--- config.mk ---
export PLATFORM = sky130hd
export DESIGN_NAME = two_stage_event_controller
export DESIGN_NICKNAME = d
export VERILOG_FILES = /design/src/design/evt_ctrl_pkg.sv /design/src/design/system_stage.sv /design/src/design/two_stage_event_controller.sv
export VERILOG_INCLUDE_DIRS = /design/src /design/src/design
export SDC_FILE = /design/constraint.sdc
export NUM_CORES = 2
export LEC_CHECK = 0
export BUFFER_PORTS_ARGS = -buffer_cell sky130_fd_sc_hd__buf_2
export CELL_PAD_IN_SITES_DETAIL_PLACEMENT = 1
export CELL_PAD_IN_SITES_GLOBAL_PLACEMENT = 2
export CORE_MARGIN = 2
export CORE_UTILIZATION = 35
export DETAILED_ROUTE_END_ITERATION = 8
export PLACE_DENSITY_LB_ADDON = 0.1
export SLEW_MARGIN = 20
export SYNTH_ARGS = -nofsm -noshare
export SYNTH_HDL_FRONTEND = slang
export SYNTH_SLANG_ARGS = --single-unit
--- constraint.sdc ---
create_clock -name core_clk -period 13.7 [get_ports core_clk]
set_input_delay 1.37 -clock core_clk [delete_from_list [all_inputs] [get_ports core_clk]]
set_output_delay 1.37 -clock core_clk [all_outputs]
set_load 0.01 [all_outputs]
--- src/design/evt_ctrl_cfg.svh ---
// Purpose: offsets, reset values and field positions of the event controller
// Assumes: register port addressed by word index
// Notes: definitions only
`ifndef EVT_CTRL_CFG_SVH
`define EVT_CTRL_CFG_SVH

// ****************************************************************
// register indices
// ****************************************************************
`define CORE_LATCH_IDX 4'h0
`define CORE_MASK_IDX 4'h1
`define CORE_PEND_IDX 4'h2
`define SYS_MASK_IDX 4'h3
`define SYS_STATUS_IDX 4'h4
`define SYS_WAKE_IDX 4'h5
`define SYS_ASSIGN0_IDX 4'h6
`define SYS_ASSIGN3_IDX 4'h9

// ****************************************************************
// reset values and fixed fields
// ****************************************************************
`define CORE_MASK_RST 16'h0000
`define SYS_MASK_RST 32'h0000_0000
`define SYS_WAKE_RST 32'h0000_0000
`define SYS_ASSIGN0_RST 32'h1000_0000
`define SYS_ASSIGN1_RST 32'h3332_2221
`define SYS_ASSIGN2_RST 32'h6665_5444
`define SYS_ASSIGN3_RST 32'h0000_0000
// events 0..3 cannot be masked, event 4 is reserved
`define CORE_UNMASKABLE 16'h000f
`define CORE_RESERVED 16'h0010
// first general-purpose event number
`define GP_FIRST 4'h7
`define GP_VALID 16'hff80

`endif

--- src/design/evt_ctrl_pkg.sv ---
// Purpose: shared types and decode function of the event controller
// Assumes: sixteen core events, nine general-purpose inputs
// Notes: constants live in evt_ctrl_cfg.svh
package evt_ctrl_pkg;

	typedef logic [3:0] event_id_t;
	typedef logic [15:0] event_vec_t;
	typedef logic [8:0] gp_vec_t;

	// one-hot decode of an event number
	function automatic event_vec_t onehot16(input event_id_t id);
		event_vec_t v;
		v = 16'h0000;
		v[id] = 1'b1;
		return v;
	endfunction : onehot16

endpackage : evt_ctrl_pkg

--- src/design/system_stage.sv ---
// Purpose: peripheral mask, status, wakeup and routing to core inputs
// Assumes: peripheral requests are levels from another clock domain
// Notes: a routed line stays high until its core event is acknowledged
`timescale 1ns/1ps
`include "evt_ctrl_cfg.svh"

module system_stage (
	// clock and reset
	input wire logic core_clk,
	input wire logic reset,
	// register write path
	input wire logic wr_hit,
	input wire logic [3:0] wr_addr,
	input wire logic [31:0] wr_data,
	// peripherals and power
	input wire logic [31:0] periph_irq,
	input wire logic core_idle,
	// core side
	input wire evt_ctrl_pkg::gp_vec_t gp_pending,
	output logic [8:0] gp_req,
	output logic wake_core,
	// readback
	output logic [31:0] src_mask,
	output logic [31:0] src_status,
	output logic [31:0] src_wake,
	output logic [127:0] src_assign
);

	logic [31:0] irq_s1_reg;
	logic [31:0] status_reg, status_d_reg;
	logic [31:0] mask_reg, mask_next, wake_reg, wake_next;
	logic [127:0] assign_reg, assign_next;
	logic [31:0] fresh_reg, fresh_next;
	logic [8:0] pend_d_reg;
	logic wake_core_reg, wake_core_next;
	logic [15:0] gp_ack;
	logic [31:0] src_edge;

	// ****************************************************************
	// synchroniser, status and pending edge history
	// ****************************************************************
	always_ff @(posedge core_clk or posedge reset) begin
		if (reset) begin
			irq_s1_reg <= 32'h0000_0000;
			status_reg <= 32'h0000_0000;
			status_d_reg <= 32'h0000_0000;
			pend_d_reg <= 9'h000;
		end else begin
			irq_s1_reg <= periph_irq;
			status_reg <= irq_s1_reg;
			status_d_reg <= status_reg;
			pend_d_reg <= gp_pending;
		end
	end

	// ****************************************************************
	// registers and routing
	// ****************************************************************
	// unrouted codes count as acknowledged so no stale flag waits there
	assign gp_ack = {7'h7f, gp_pending & ~pend_d_reg};
	assign src_edge = status_reg & ~status_d_reg & mask_reg;

	always_comb begin
		mask_next = mask_reg;
		wake_next = wake_reg;
		assign_next = assign_reg;
		if (wr_hit && wr_addr == `SYS_MASK_IDX) begin
			mask_next = wr_data;
		end else if (wr_hit && wr_addr == `SYS_WAKE_IDX) begin
			wake_next = wr_data;
		end else if (wr_hit && wr_addr >= `SYS_ASSIGN0_IDX &&
		    wr_addr <= `SYS_ASSIGN3_IDX) begin
			assign_next[(wr_addr - `SYS_ASSIGN0_IDX) * 32 +: 32] = wr_data;
		end
		// pending rise acknowledges, new edge wins
		for (int s = 0; s < 32; s++) begin
			if (src_edge[s]) begin
				fresh_next[s] = 1'b1;
			end else if (gp_ack[assign_reg[s*4 +: 4]]) begin
				fresh_next[s] = 1'b0;
			end else begin
				fresh_next[s] = fresh_reg[s];
			end
		end
		gp_req = 9'h000;
		for (int s = 0; s < 32; s++) begin
			if (assign_reg[s*4 +: 4] < 4'h9) begin
				gp_req[assign_reg[s*4 +: 4]] |= fresh_reg[s];
			end
		end
		wake_core_next = core_idle && |(status_reg & wake_reg);
	end

	always_ff @(posedge core_clk or posedge reset) begin
		if (reset) begin
			mask_reg <= `SYS_MASK_RST;
			wake_reg <= `SYS_WAKE_RST;
			assign_reg <= {`SYS_ASSIGN3_RST, `SYS_ASSIGN2_RST,
			    `SYS_ASSIGN1_RST, `SYS_ASSIGN0_RST};
			fresh_reg <= 32'h0000_0000;
			wake_core_reg <= 1'b0;
		end else begin
			mask_reg <= mask_next;
			wake_reg <= wake_next;
			assign_reg <= assign_next;
			fresh_reg <= fresh_next;
			wake_core_reg <= wake_core_next;
		end
	end

	assign wake_core = wake_core_reg;
	assign src_mask = mask_reg;
	assign src_status = status_reg;
	assign src_wake = wake_reg;
	assign src_assign = assign_reg;
endmodule : system_stage

--- src/design/two_stage_event_controller.sv ---
// Purpose: core stage with latch, mask, pending tracking, plus system stage
// Assumes: supervisor register port; pipeline takes at most one event every other cycle
// Notes: register reads answer one cycle after the access
`timescale 1ns/1ps
`include "evt_ctrl_cfg.svh"

module two_stage_event_controller (
	// clock and reset
	input wire logic core_clk,
	input wire logic reset,
	// register port
	input wire logic reg_sel,
	input wire logic reg_wr,
	input wire logic [3:0] reg_addr,
	input wire logic [31:0] reg_wdata,
	input wire logic supervisor,
	output logic [31:0] reg_rdata,
	// dedicated event pins, priorities 0..6
	input wire logic [6:0] fixed_event_in,
	// peripheral requests
	input wire logic [31:0] periph_irq,
	// pipeline hand-off
	output logic event_req,
	output evt_ctrl_pkg::event_id_t event_id,
	input wire logic event_take,
	input wire logic event_return,
	input wire evt_ctrl_pkg::event_id_t return_id,
	// global enable instructions
	input wire logic gie_enable_instr,
	input wire logic gie_disable_instr,
	output logic global_irq_enabled,
	// power
	input wire logic core_idle,
	output logic wake_core
);

	logic [6:0] fix_s1_reg, fix_s2_reg;
	evt_ctrl_pkg::event_vec_t ev_d1_reg, ev_d2_reg, ev_edge;
	evt_ctrl_pkg::event_vec_t latch_reg, latch_next;
	evt_ctrl_pkg::event_vec_t mask_reg, mask_next, mask_eff;
	evt_ctrl_pkg::event_vec_t pend_reg, pend_next;
	logic gie_reg, gie_next;
	logic req_reg, req_next;
	evt_ctrl_pkg::event_id_t id_reg, id_next;
	logic [31:0] rdata_reg, rdata_next;
	logic [8:0] gp_req;
	logic [31:0] src_mask, src_status, src_wake;
	logic [127:0] src_assign;
	logic sw_wr, take_fire;
	evt_ctrl_pkg::event_vec_t cand;
	evt_ctrl_pkg::event_id_t cand_id, top_pend;
	logic cand_any, pend_any, cand_ok;

	assign sw_wr = reg_sel && reg_wr && supervisor;
	assign take_fire = req_reg && event_take;

	// ****************************************************************
	// system stage
	// ****************************************************************
	// routed lines come back on our clock, so they skip the pin flops
	system_stage u_system_stage (
		.core_clk(core_clk),
		.reset(reset),
		.wr_hit(sw_wr),
		.wr_addr(reg_addr),
		.wr_data(reg_wdata),
		.periph_irq(periph_irq),
		.core_idle(core_idle),
		.gp_pending(pend_reg[15:7]),
		.gp_req(gp_req),
		.wake_core(wake_core),
		.src_mask(src_mask),
		.src_status(src_status),
		.src_wake(src_wake),
		.src_assign(src_assign)
	);

	// ****************************************************************
	// input capture and edge detection
	// ****************************************************************
	// dedicated pins cross two flops; routed lines share our clock
	always_ff @(posedge core_clk or posedge reset) begin
		if (reset) begin
			fix_s1_reg <= 7'h00;
			fix_s2_reg <= 7'h00;
			ev_d1_reg <= 16'h0000;
			ev_d2_reg <= 16'h0000;
		end else begin
			fix_s1_reg <= fixed_event_in;
			fix_s2_reg <= fix_s1_reg;
			// nine general inputs above the dedicated ones
			ev_d1_reg <= {gp_req, fix_s2_reg};
			ev_d2_reg <= ev_d1_reg;
		end
	end

	// the delayed copy keeps a held line from latching twice
	// one-cycle rising edge detect
	assign ev_edge = ev_d1_reg & ~ev_d2_reg & ~`CORE_RESERVED;

	// ****************************************************************
	// priority selection
	// ****************************************************************
	// global disable only gates the general-purpose events
	assign mask_eff = (mask_reg | `CORE_UNMASKABLE) &
	    (gie_reg ? 16'hffff : ~`GP_VALID) & ~`CORE_RESERVED;

	// lowest number wins, must outrank active events
	always_comb begin
		cand = latch_reg & mask_eff;
		cand_any = |cand;
		pend_any = |pend_reg;
		cand_id = 4'h0;
		top_pend = 4'h0;
		// scanning downward leaves the lowest index, the top priority
		for (int i = 15; i >= 0; i--) begin
			if (cand[i]) begin
				cand_id = 4'(i);
			end
			if (pend_reg[i]) begin
				top_pend = 4'(i);
			end
		end
		// an equal rank waits: one level never nests on itself
		cand_ok = cand_any && (!pend_any || cand_id < top_pend);
	end

	// ****************************************************************
	// latch, pending, mask, global enable and hand-off
	// ****************************************************************
	always_comb begin
		latch_next = latch_reg;
		mask_next = mask_reg;
		pend_next = pend_reg;
		gie_next = gie_reg;
		if (sw_wr && reg_addr == `CORE_MASK_IDX) begin
			mask_next = reg_wdata[15:0] & ~`CORE_RESERVED;
		end
		// only where the stored mask bit is clear, events 0..3 included
		if (sw_wr && reg_addr == `CORE_LATCH_IDX) begin
			latch_next = latch_next & ~(reg_wdata[15:0] & ~mask_reg);
		end
		if (take_fire) begin
			latch_next = latch_next & ~evt_ctrl_pkg::onehot16(id_reg);
		end
		// capture comes last so a fresh edge survives a cancel or a take
		// a new edge is latched again, set wins
		latch_next = latch_next | ev_edge;
		// return ends nesting at that level
		if (event_return) begin
			pend_next = pend_next & ~evt_ctrl_pkg::onehot16(return_id);
		end
		if (take_fire) begin
			pend_next = pend_next | evt_ctrl_pkg::onehot16(id_reg);
		end
		// disable wins when both arrive together
		if (gie_disable_instr) begin
			gie_next = 1'b0;
		end else if (gie_enable_instr) begin
			gie_next = 1'b1;
		end
		// accepted request withdraws until state settles
		// registered request, pending three cycles at the soonest
		req_next = cand_ok && !take_fire;
		id_next = cand_id;
	end

	always_ff @(posedge core_clk or posedge reset) begin
		if (reset) begin
			latch_reg <= 16'h0000;
			mask_reg <= `CORE_MASK_RST;
			pend_reg <= 16'h0000;
			gie_reg <= 1'b0;
			req_reg <= 1'b0;
			id_reg <= 4'h0;
		end else begin
			latch_reg <= latch_next;
			mask_reg <= mask_next;
			pend_reg <= pend_next;
			gie_reg <= gie_next;
			req_reg <= req_next;
			id_reg <= id_next;
		end
	end

	// ****************************************************************
	// register readback
	// ****************************************************************
	// 32-bit registers, unused high bits read zero
	always_comb begin
		rdata_next = 32'h0000_0000;
		if (reg_sel && !reg_wr && supervisor) begin
			if (reg_addr == `CORE_LATCH_IDX) begin
				rdata_next = {16'h0000, latch_reg};
			end else if (reg_addr == `CORE_MASK_IDX) begin
				rdata_next = {16'h0000, mask_reg | `CORE_UNMASKABLE};
			end else if (reg_addr == `CORE_PEND_IDX) begin
				rdata_next = {16'h0000, pend_reg};
			end else if (reg_addr == `SYS_MASK_IDX) begin
				rdata_next = src_mask;
			end else if (reg_addr == `SYS_STATUS_IDX) begin
				rdata_next = src_status;
			end else if (reg_addr == `SYS_WAKE_IDX) begin
				rdata_next = src_wake;
			end else if (reg_addr >= `SYS_ASSIGN0_IDX &&
			    reg_addr <= `SYS_ASSIGN3_IDX) begin
				rdata_next = src_assign[(reg_addr - `SYS_ASSIGN0_IDX) * 32 +: 32];
			end
		end
	end

	// registered reads keep the address decode off the data pins
	always_ff @(posedge core_clk or posedge reset) begin
		if (reset) begin
			rdata_reg <= 32'h0000_0000;
		end else begin
			rdata_reg <= rdata_next;
		end
	end

	assign reg_rdata = rdata_reg;
	assign event_req = req_reg;
	assign event_id = id_reg;
	assign global_irq_enabled = gie_reg;
endmodule : two_stage_event_controller

### Yosys cells after proc, flatten, opt, wreduce, memory -nomap -nowiden

Memory sizes are Yosys's and may differ from the RTL's.
Cells that the tools add are included.

| cells by class | value |
|---|---|
| bitwise logic cells | 55 |
| $lt $le $gt $ge | 103 |
| multiplexer cells | 370 |
| div/mod/pow operators | 0 |
| shift-type cells | 3 |
| multiply operators | 0 |
| equality and inequality tests | 5 |
| reduce and logical (&&, ||, !) cells | 92 |
| $add $sub $neg | 2 |

Operators by type and width:

| cell | number |
|---|---|
| 9-bit two-way mux | 32 |
| 9-bit bitwise mux | 31 |
| 32-bit two-way mux | 8 |
| 1-bit binary-select mux with 4-bit select | 63 |
| 4-bit by 5-bit < comparator with 1-bit output, second input constant | 34 |
| 1-bit two-way mux | 164 |
| 1-bit demux with 4-bit select | 34 |
| 4-bit by 1-bit greater-or-equal comparator with 1-bit output, second input constant | 34 |
| 128-bit bitwise mux | 1 |
| 4-bit < comparator, second input constant | 32 |
| 4-bit two-way mux | 32 |
| 32-bit by 34-bit variable shift with 128-bit output, first input constant | 1 |
| 128-bit by 33-bit indexed part select with 32-bit output | 1 |
| 32-bit by 34-bit indexed part select with 128-bit output | 1 |
| 16-bit AND | 7 |
| 32-bit AND | 3 |
| 16-bit two-way mux | 5 |
| 16-bit inverter | 5 |
| 2-bit nonzero test | 33 |
| 1-bit logical AND | 49 |
| 32-bit negation with 34-bit output | 1 |
| 32-bit inverter | 1 |
| 1-bit OR | 32 |
| 16-bit OR | 2 |
| other kinds (17) | 24 |

| storage, ports and cells | value |
|---|---|
| register bits after elaboration | 461 |
| input port bits | 89 |
| memory bits (read-only) | 16 |
| bits in writable memories | 0 |
| memories | 1 |
| bits in latches | 0 |

Memory list:

| memory | words | width | rd ports | clocked after memory_dff | wr ports | RTL line | RTL |
|---|---|---|---|---|---|---|---|
| (no name shown) | 16 | 1 | 1 | 0 | 0 | system_stage.sv:88 | `gp_req[assign_reg[s*4 +: 4]] \|= fresh_reg[s];` |

### Depth between registers and ports, before layout

| depth | value |
|---|---|
| word-level depth | 161 |
| mapped depth | 19 |
| gate-level depth less buffers | 15 |

### By module

A second synthesis with hierarchy kept.

| second synthesis, totals | value |
|---|---|
| cells, all modules | 3,037 |
| area, all modules | 27,739.1 um2 |

Modules (own cells, without submodules):

| module | sequential area each (um2) | instances | cells an instance | area each (um2) |
|---|---|---|---|---|
| system_stage | 8,289.2 | 1 | 2,318 | 20,571.0 |
| two_stage_event_controller | 3,178.0 | 1 | 719 | 7,168.1 |

### Least setup slack after synthesis

Ideal clock, no wire load.

| path | value |
|---|---|
| kind | input to register |
| start | in reg_addr[1] |
| end | reg u_system_stage.assign_reg[104] (netlist: u_system_stage.src_assign[104]) |
| required time | 13.570 ns |
| setup time | 0.130 ns |
| path slack | 9.108 ns |
| arrival | 4.462 ns |
| stages | 18 |
| path through | ha_1 inv_1 ha_1 nor2b_1 clkbuf_1 clkbuf_1 buf_1 nand2_1 inv_1 nand2_1 ha_1 nor4b_1 nand4_1 nor2_1 nand3_1 clkbuf_1 nand2_1 o21ai_0 |

| between the ends | value |
|---|---|
| longest elaborated chain between the ends | 4 |
| elaborated cells on any way between the ends | 16 |
| those cells by class | add/sub: 2; order compare: 2; eq/ne: 2; shift: 2; mux: 1; bitwise: 2; reduce/logical: 5 |

RTL lines:

| what | RTL line | RTL |
|---|---|---|
| start, declared | two_stage_event_controller.sv:14 | `input wire logic [3:0] reg_addr,` |
| 4-bit by 3-bit subtractor with 5-bit output (no line), or another cell as far along | -- |  |
| 32-bit negation with 34-bit output or 1-bit logical AND (tied branches) | -- |  |
| 32-bit by 34-bit indexed part select with 128-bit output, or another cell as far along | system_stage.sv:73 | `` assign_next[(wr_addr - `SYS_ASSIGN0_IDX) * 32 +: 32] = wr_data; `` |
| 128-bit bitwise mux or 3-bit AND reduction (tied branches) | -- |  |
| end signal, assigned | system_stage.sv:98 | `` assign_reg <= {`SYS_ASSIGN3_RST, `SYS_ASSIGN2_RST, `` |
| end signal, assigned | system_stage.sv:105 | `assign_reg <= assign_next;` |
| end, declared | system_stage.sv:32 | `logic [127:0] assign_reg, assign_next;` |

Several ways; a longest one is shown, not always the timed one.
A chain may end at the register's enable or synchronous reset.

### Worst setup path in the final report

| path | value |
|---|---|
| start | reg u_system_stage.assign_reg[5] (netlist: u_system_stage.src_assign[5]) |
| end | reg ev_d1_reg[9] |

| between the ends | value |
|---|---|
| longest elaborated chain between the ends | 156 |
| elaborated cells on any way between the ends | 161 |
| those cells by class | order compare: 3; mux: 126; bitwise: 31; reduce/logical: 1 |

RTL lines:

| what | RTL line | RTL |
|---|---|---|
| 4-bit by 5-bit < comparator with 1-bit output (not written as such) or 4-bit by 1-bit greater-or-equal comparator with 1-bit output (tied branches) | system_stage.sv:88 |  |
| 1-bit logical AND (not written as such) | system_stage.sv:88 |  |
| 1-bit two-way mux (not written as such) | system_stage.sv:88 |  |
| 1-bit demux with 4-bit select | -- |  |
| 9-bit bitwise mux | system_stage.sv:88 |  |
| 9-bit two-way mux (*) | system_stage.sv:87 | `if (assign_reg[s*4 +: 4] < 4'h9) begin` |
| 1-bit binary-select mux with 4-bit select | system_stage.sv:88 |  |
| 1-bit two-way mux (not written as such) | system_stage.sv:88 |  |
| (+141 left out) | -- |  |
| 9-bit bitwise mux | system_stage.sv:88 |  |
| 9-bit two-way mux (*) | system_stage.sv:87 |  |
| 1-bit binary-select mux with 4-bit select | system_stage.sv:88 |  |
| 1-bit two-way mux (not written as such) | system_stage.sv:88 |  |
| 1-bit OR | system_stage.sv:88 |  |
| 9-bit bitwise mux | system_stage.sv:88 |  |
| 9-bit two-way mux (*) | system_stage.sv:87 |  |
| net gp_req[2] | two_stage_event_controller.sv:46 | `logic [8:0] gp_req;` |
| end signal, assigned | two_stage_event_controller.sv:92 | `ev_d1_reg <= {gp_req, fix_s2_reg};` |
| end, declared | two_stage_event_controller.sv:38 | `evt_ctrl_pkg::event_vec_t ev_d1_reg, ev_d2_reg, ev_edge;` |

The timed path passes the listed nets; every way through them passes the cells marked *. The select of a mux whose other input is x is not followed.

==> summary.txt <==
Critical path
  – Crit-path cells: xnor2_2 > a41oi_4 > or4_4 > a31oi_2 > nor2_1 > o2111a_1 > a32oi_1 > a2111oi_2 > o31ai_2 > o211ai_1 > o31a_1 > a31oi_1 > o31ai_1 > a32oi_1
  – Critical path's slowest cell: dfrtp_1
  – Crit path required time: 14.24 ns
  – Worst setup SP type: flip-flop
  – WP data arrival: 6.02 ns
  – Worst path most repeated cell: a32oi_1
  – Worst setup EP type: flip-flop
  – Worst path max stage delay: 0.89 ns
  – R2R depth: 14
  – Critical path class: reg -> reg
  – Critical Path Fanout Max: 19

CTS
  – Hold_buf cts: 0
  – Clk slew on worst S/H paths: 0.06 ns
  – Post-CTS Repair Setup Buffers: 0
  – CTS resizes: 0
  – TritonCTS clock tree: built
  – Clock sinks: 457
  – Worst-skew pair later-pin latency: 0.64 ns
  – CTS Buf Count: 55
  – Clock buffer depth: 3
  – CTS root buf: clkbuf_16
  – H-tree depth: 2

Layout
  – Final #Nets: 2,728
  – Fill count: 8,012
  – Layout cells sized above 1: 0.198
  – P&R area growth vs syn: 14.5%
  – Max FFs per register: 128

Timing
  – Max-slew violations: 0
  – Worst-Margin Slew: 1.23 ns
  – Setup_tns: 0 ns
  – Fmax: 183 MHz
  – Final critical-path required period: 5.48 ns
  – Final setup fails: 0
  – RSZ-0062 raised after global routing: no
  – Final Hold Vio Count: 0
  – Relative slew slack: 0.170
  – Final Cycle Share: 0.400
  – Final Skew: 0.0294 ns

Hold path
  – Worst min path class: reg -> reg
  – Worst hold stages: 0

Pwr
  – Power per cell area: 127 nW/um2
  – Max VDD drop: 0.105 mV
  – Pwr Total: 0.00365 W
  – NetSw: 0.00108 W
  – Sequential power share: 0.438
  – Static Leak: 11.6 nW
  – Clock network fraction of total power: 0.442
  – Internal: 0.00257 W
  – Switching power share of the total: 0.296
  – Combinational power share: 0.120

Floorplan
  – Starting Density: 0.352
  – Core Rows: 98
  – Core ar.: 71,100 um2
  – Die Ht: 271 um
  – Die W: 271 um
  – Die area: 73,700 um2
  – # IOs: 128

Yosys
  – #FFs+latches synth: 457
  – Syn avg cell area: 9.72 um2
  – Synth cell types: 91
  – Mapped Nets: 2,682
  – Async SR Flop Fraction: 1.00
  – Main flop type after synthesis: dfrtp_1
  – Mapped Cells: 2,575
  – Number of flops mapped to enable cells by yosys: 0
  – Synth warn: 0
  – Register area share after synthesis: 0.458
  – Post-Syn Area: 25,000 um2

Placement
  – Port Buffers: 126
  – Detail Placement HPWL: 84,700 um
  – Final GP Congestion: 0.948

Detailed routing
  – Wire length per cell: 32.7 um
  – Via density: 6.19
  – Post-route DRC: 0
  – DRT iter0 DRCs: 2,089
  – Pre-antenna DRT Iters: 7
  – Routed vias: 22,400
  – Antenna Nets Post-Route: 0
  – WL final: 118,000 um

Outcome
  – Status: finished, final reports clean

Global route
  – Largest net degree at the start of global routing: 171
  – Initial antenna violation count: 4
  – First-pass GRT wire length: 169,000 um
  – Grt total ovfl: 0
  – GRT Overall Usage: 0.318
  – Vias in the first global route: 22,800

Flow run
  – Max_cap viols: 0
-- through the flow --
step,instance area (um2),util,worst slack [ns],hold WS (ns),std cells
detailed placement,26600,0.374,7.92,0.336,3514
floorplan,25000,-,6.17,0.331,2575
global route,28600,0.403,8.13,0.346,3616
CTS,28600,0.403,8.24,0.349,3616
finish,28600,0.403,8.22,0.343,3619
global placement,26600,0.374,7.71,0.334,3513
-- layer usage --
layer / part of all wire / GRT usage / vias to the layer above
li1: - / - / 9581
met1: 0.43 / 0.427 / 11800
met2: 0.47 / 0.516 / 859
met3: 0.060 / 0.0447 / 200
met4: 0.048 / 0.134 / 2
met5: 0.00011 / 0 / -
-- synthesized netlist by cell type (7+ instances only) --
cell | instances | area share
o2111ai_1 | 7 | 0.0024
a22oi_1 | 21 | 0.0063
o31ai_1 | 12 | 0.0036
ha_1 | 18 | 0.0090
dfstp_2 | 25 | 0.026
mux2_2 | 79 | 0.036
mux4_2 | 96 | 0.086
o22ai_1 | 25 | 0.0062
dfrtp_1 | 432 | 0.43
nand2_1 | 411 | 0.062
nor4b_1 | 7 | 0.0024
and3b_1 | 8 | 0.0028
nand3b_1 | 43 | 0.013
a32oi_1 | 53 | 0.019
nand4_1 | 26 | 0.0065
and2_1 | 7 | 0.0017
nor2b_1 | 41 | 0.010
clkbuf_1 | 165 | 0.025
a311oi_1 | 10 | 0.0035
nor3_1 | 65 | 0.013
inv_1 | 65 | 0.0097
a211oi_1 | 63 | 0.019
a21oi_1 | 93 | 0.019
nor4_1 | 16 | 0.0040
nand4b_1 | 13 | 0.0045
nor3b_1 | 30 | 0.0090
o21ai_0 | 226 | 0.045
a32o_1 | 9 | 0.0036
nand3_1 | 101 | 0.020
a31oi_1 | 20 | 0.0050
o211ai_1 | 19 | 0.0057
nand2b_1 | 30 | 0.0075
and3_1 | 11 | 0.0027
nor2_1 | 183 | 0.027
buf_1 | 14 | 0.0021
-- layout make-up --
| type | count | area (um2) | area share |
|---|---|---|---|
| sequential | 457 | 11500 | 0.400 |
| antenna | 3 | 7.51 | 0.000262 |
| tap | 950 | 1190 | 0.0415 |
| inverter | 67 | 255 | 0.00891 |
| timing repair buffer | 178 | 1040 | 0.0362 |
| clock inverter | 33 | 477 | 0.0166 |
| clock buffer | 69 | 1530 | 0.0534 |
| multi-input combinational | 1862 | 12700 | 0.443 |
-- worst paths after layout --
kind	start	to	slack, ns
max	u_system_stage.src_assign[5]	ev_d1_reg[9]	8.22
min	fix_s2_reg[6]	ev_d1_reg[6]	0.34
max reg2reg	u_system_stage.src_assign[5]	ev_d1_reg[9]	8.22
min reg2reg	fix_s2_reg[6]	ev_d1_reg[6]	0.34
max in group asynchronous	reset	u_system_stage.src_wake[25]	10.63
min in group asynchronous	reset	u_system_stage.src_assign[1]	0.82
-- critical path: cells and delay by family (launching register included) --
kind            cells  cell delay, ns
simple gates        2            0.68
compound gates     11            3.59
xor+xnor            1            0.21
flops               1            0.89
-- layout by cell type (no fill, tap or decap), types with 10 or more instances in the layout --
cell type	n
a211oi_1	63
a21oi_1	93
a22oi_1	21
a311oi_1	10
a31oi_1	20
a32oi_1	53
and3_1	11
buf_2	126
buf_4	50
clkbuf_16	55
clkbuf_8	10
clkinv_2	11
dfrtp_1	432
dfstp_2	25
ha_1	18
inv_1	64
mux2_2	79
mux4_2	96
nand2_1	410
nand2b_1	30
nand3_1	99
nand3b_1	43
nand4_1	26
nand4b_1	13
nor2_1	179
nor2b_1	34
nor3_1	65
nor3b_1	28
nor4_1	15
o211ai_1	19
o21ai_0	226
o22ai_1	25
o31ai_1	11
-- power by group through the flow --
stage	clock network (W)	registers [W]	logic, W
after global routing	0.00169	0.00161	0.000470
after detailed placement	0	0.00162	0.000434
after CTS	0.00164	0.00159	0.000438
final	0.00161	0.00160	0.000438
after global placement	0	0.00161	0.000425
after floorplan	0	0.00154	0.000259
-- cell families after synthesis --
logic type | Yosys count | share of synthesized area
AOI/OAI and AO/OA | 645 | 0.171
xor gates and xnor gates | 7 | 0.00335
adders and majority gates | 18 | 0.00900
buffers and inverters | 256 | 0.0397
DFF | 457 | 0.458
muxes | 176 | 0.122
and+or+nand+nor | 1016 | 0.196
Power figures use the tool's default switching activity.
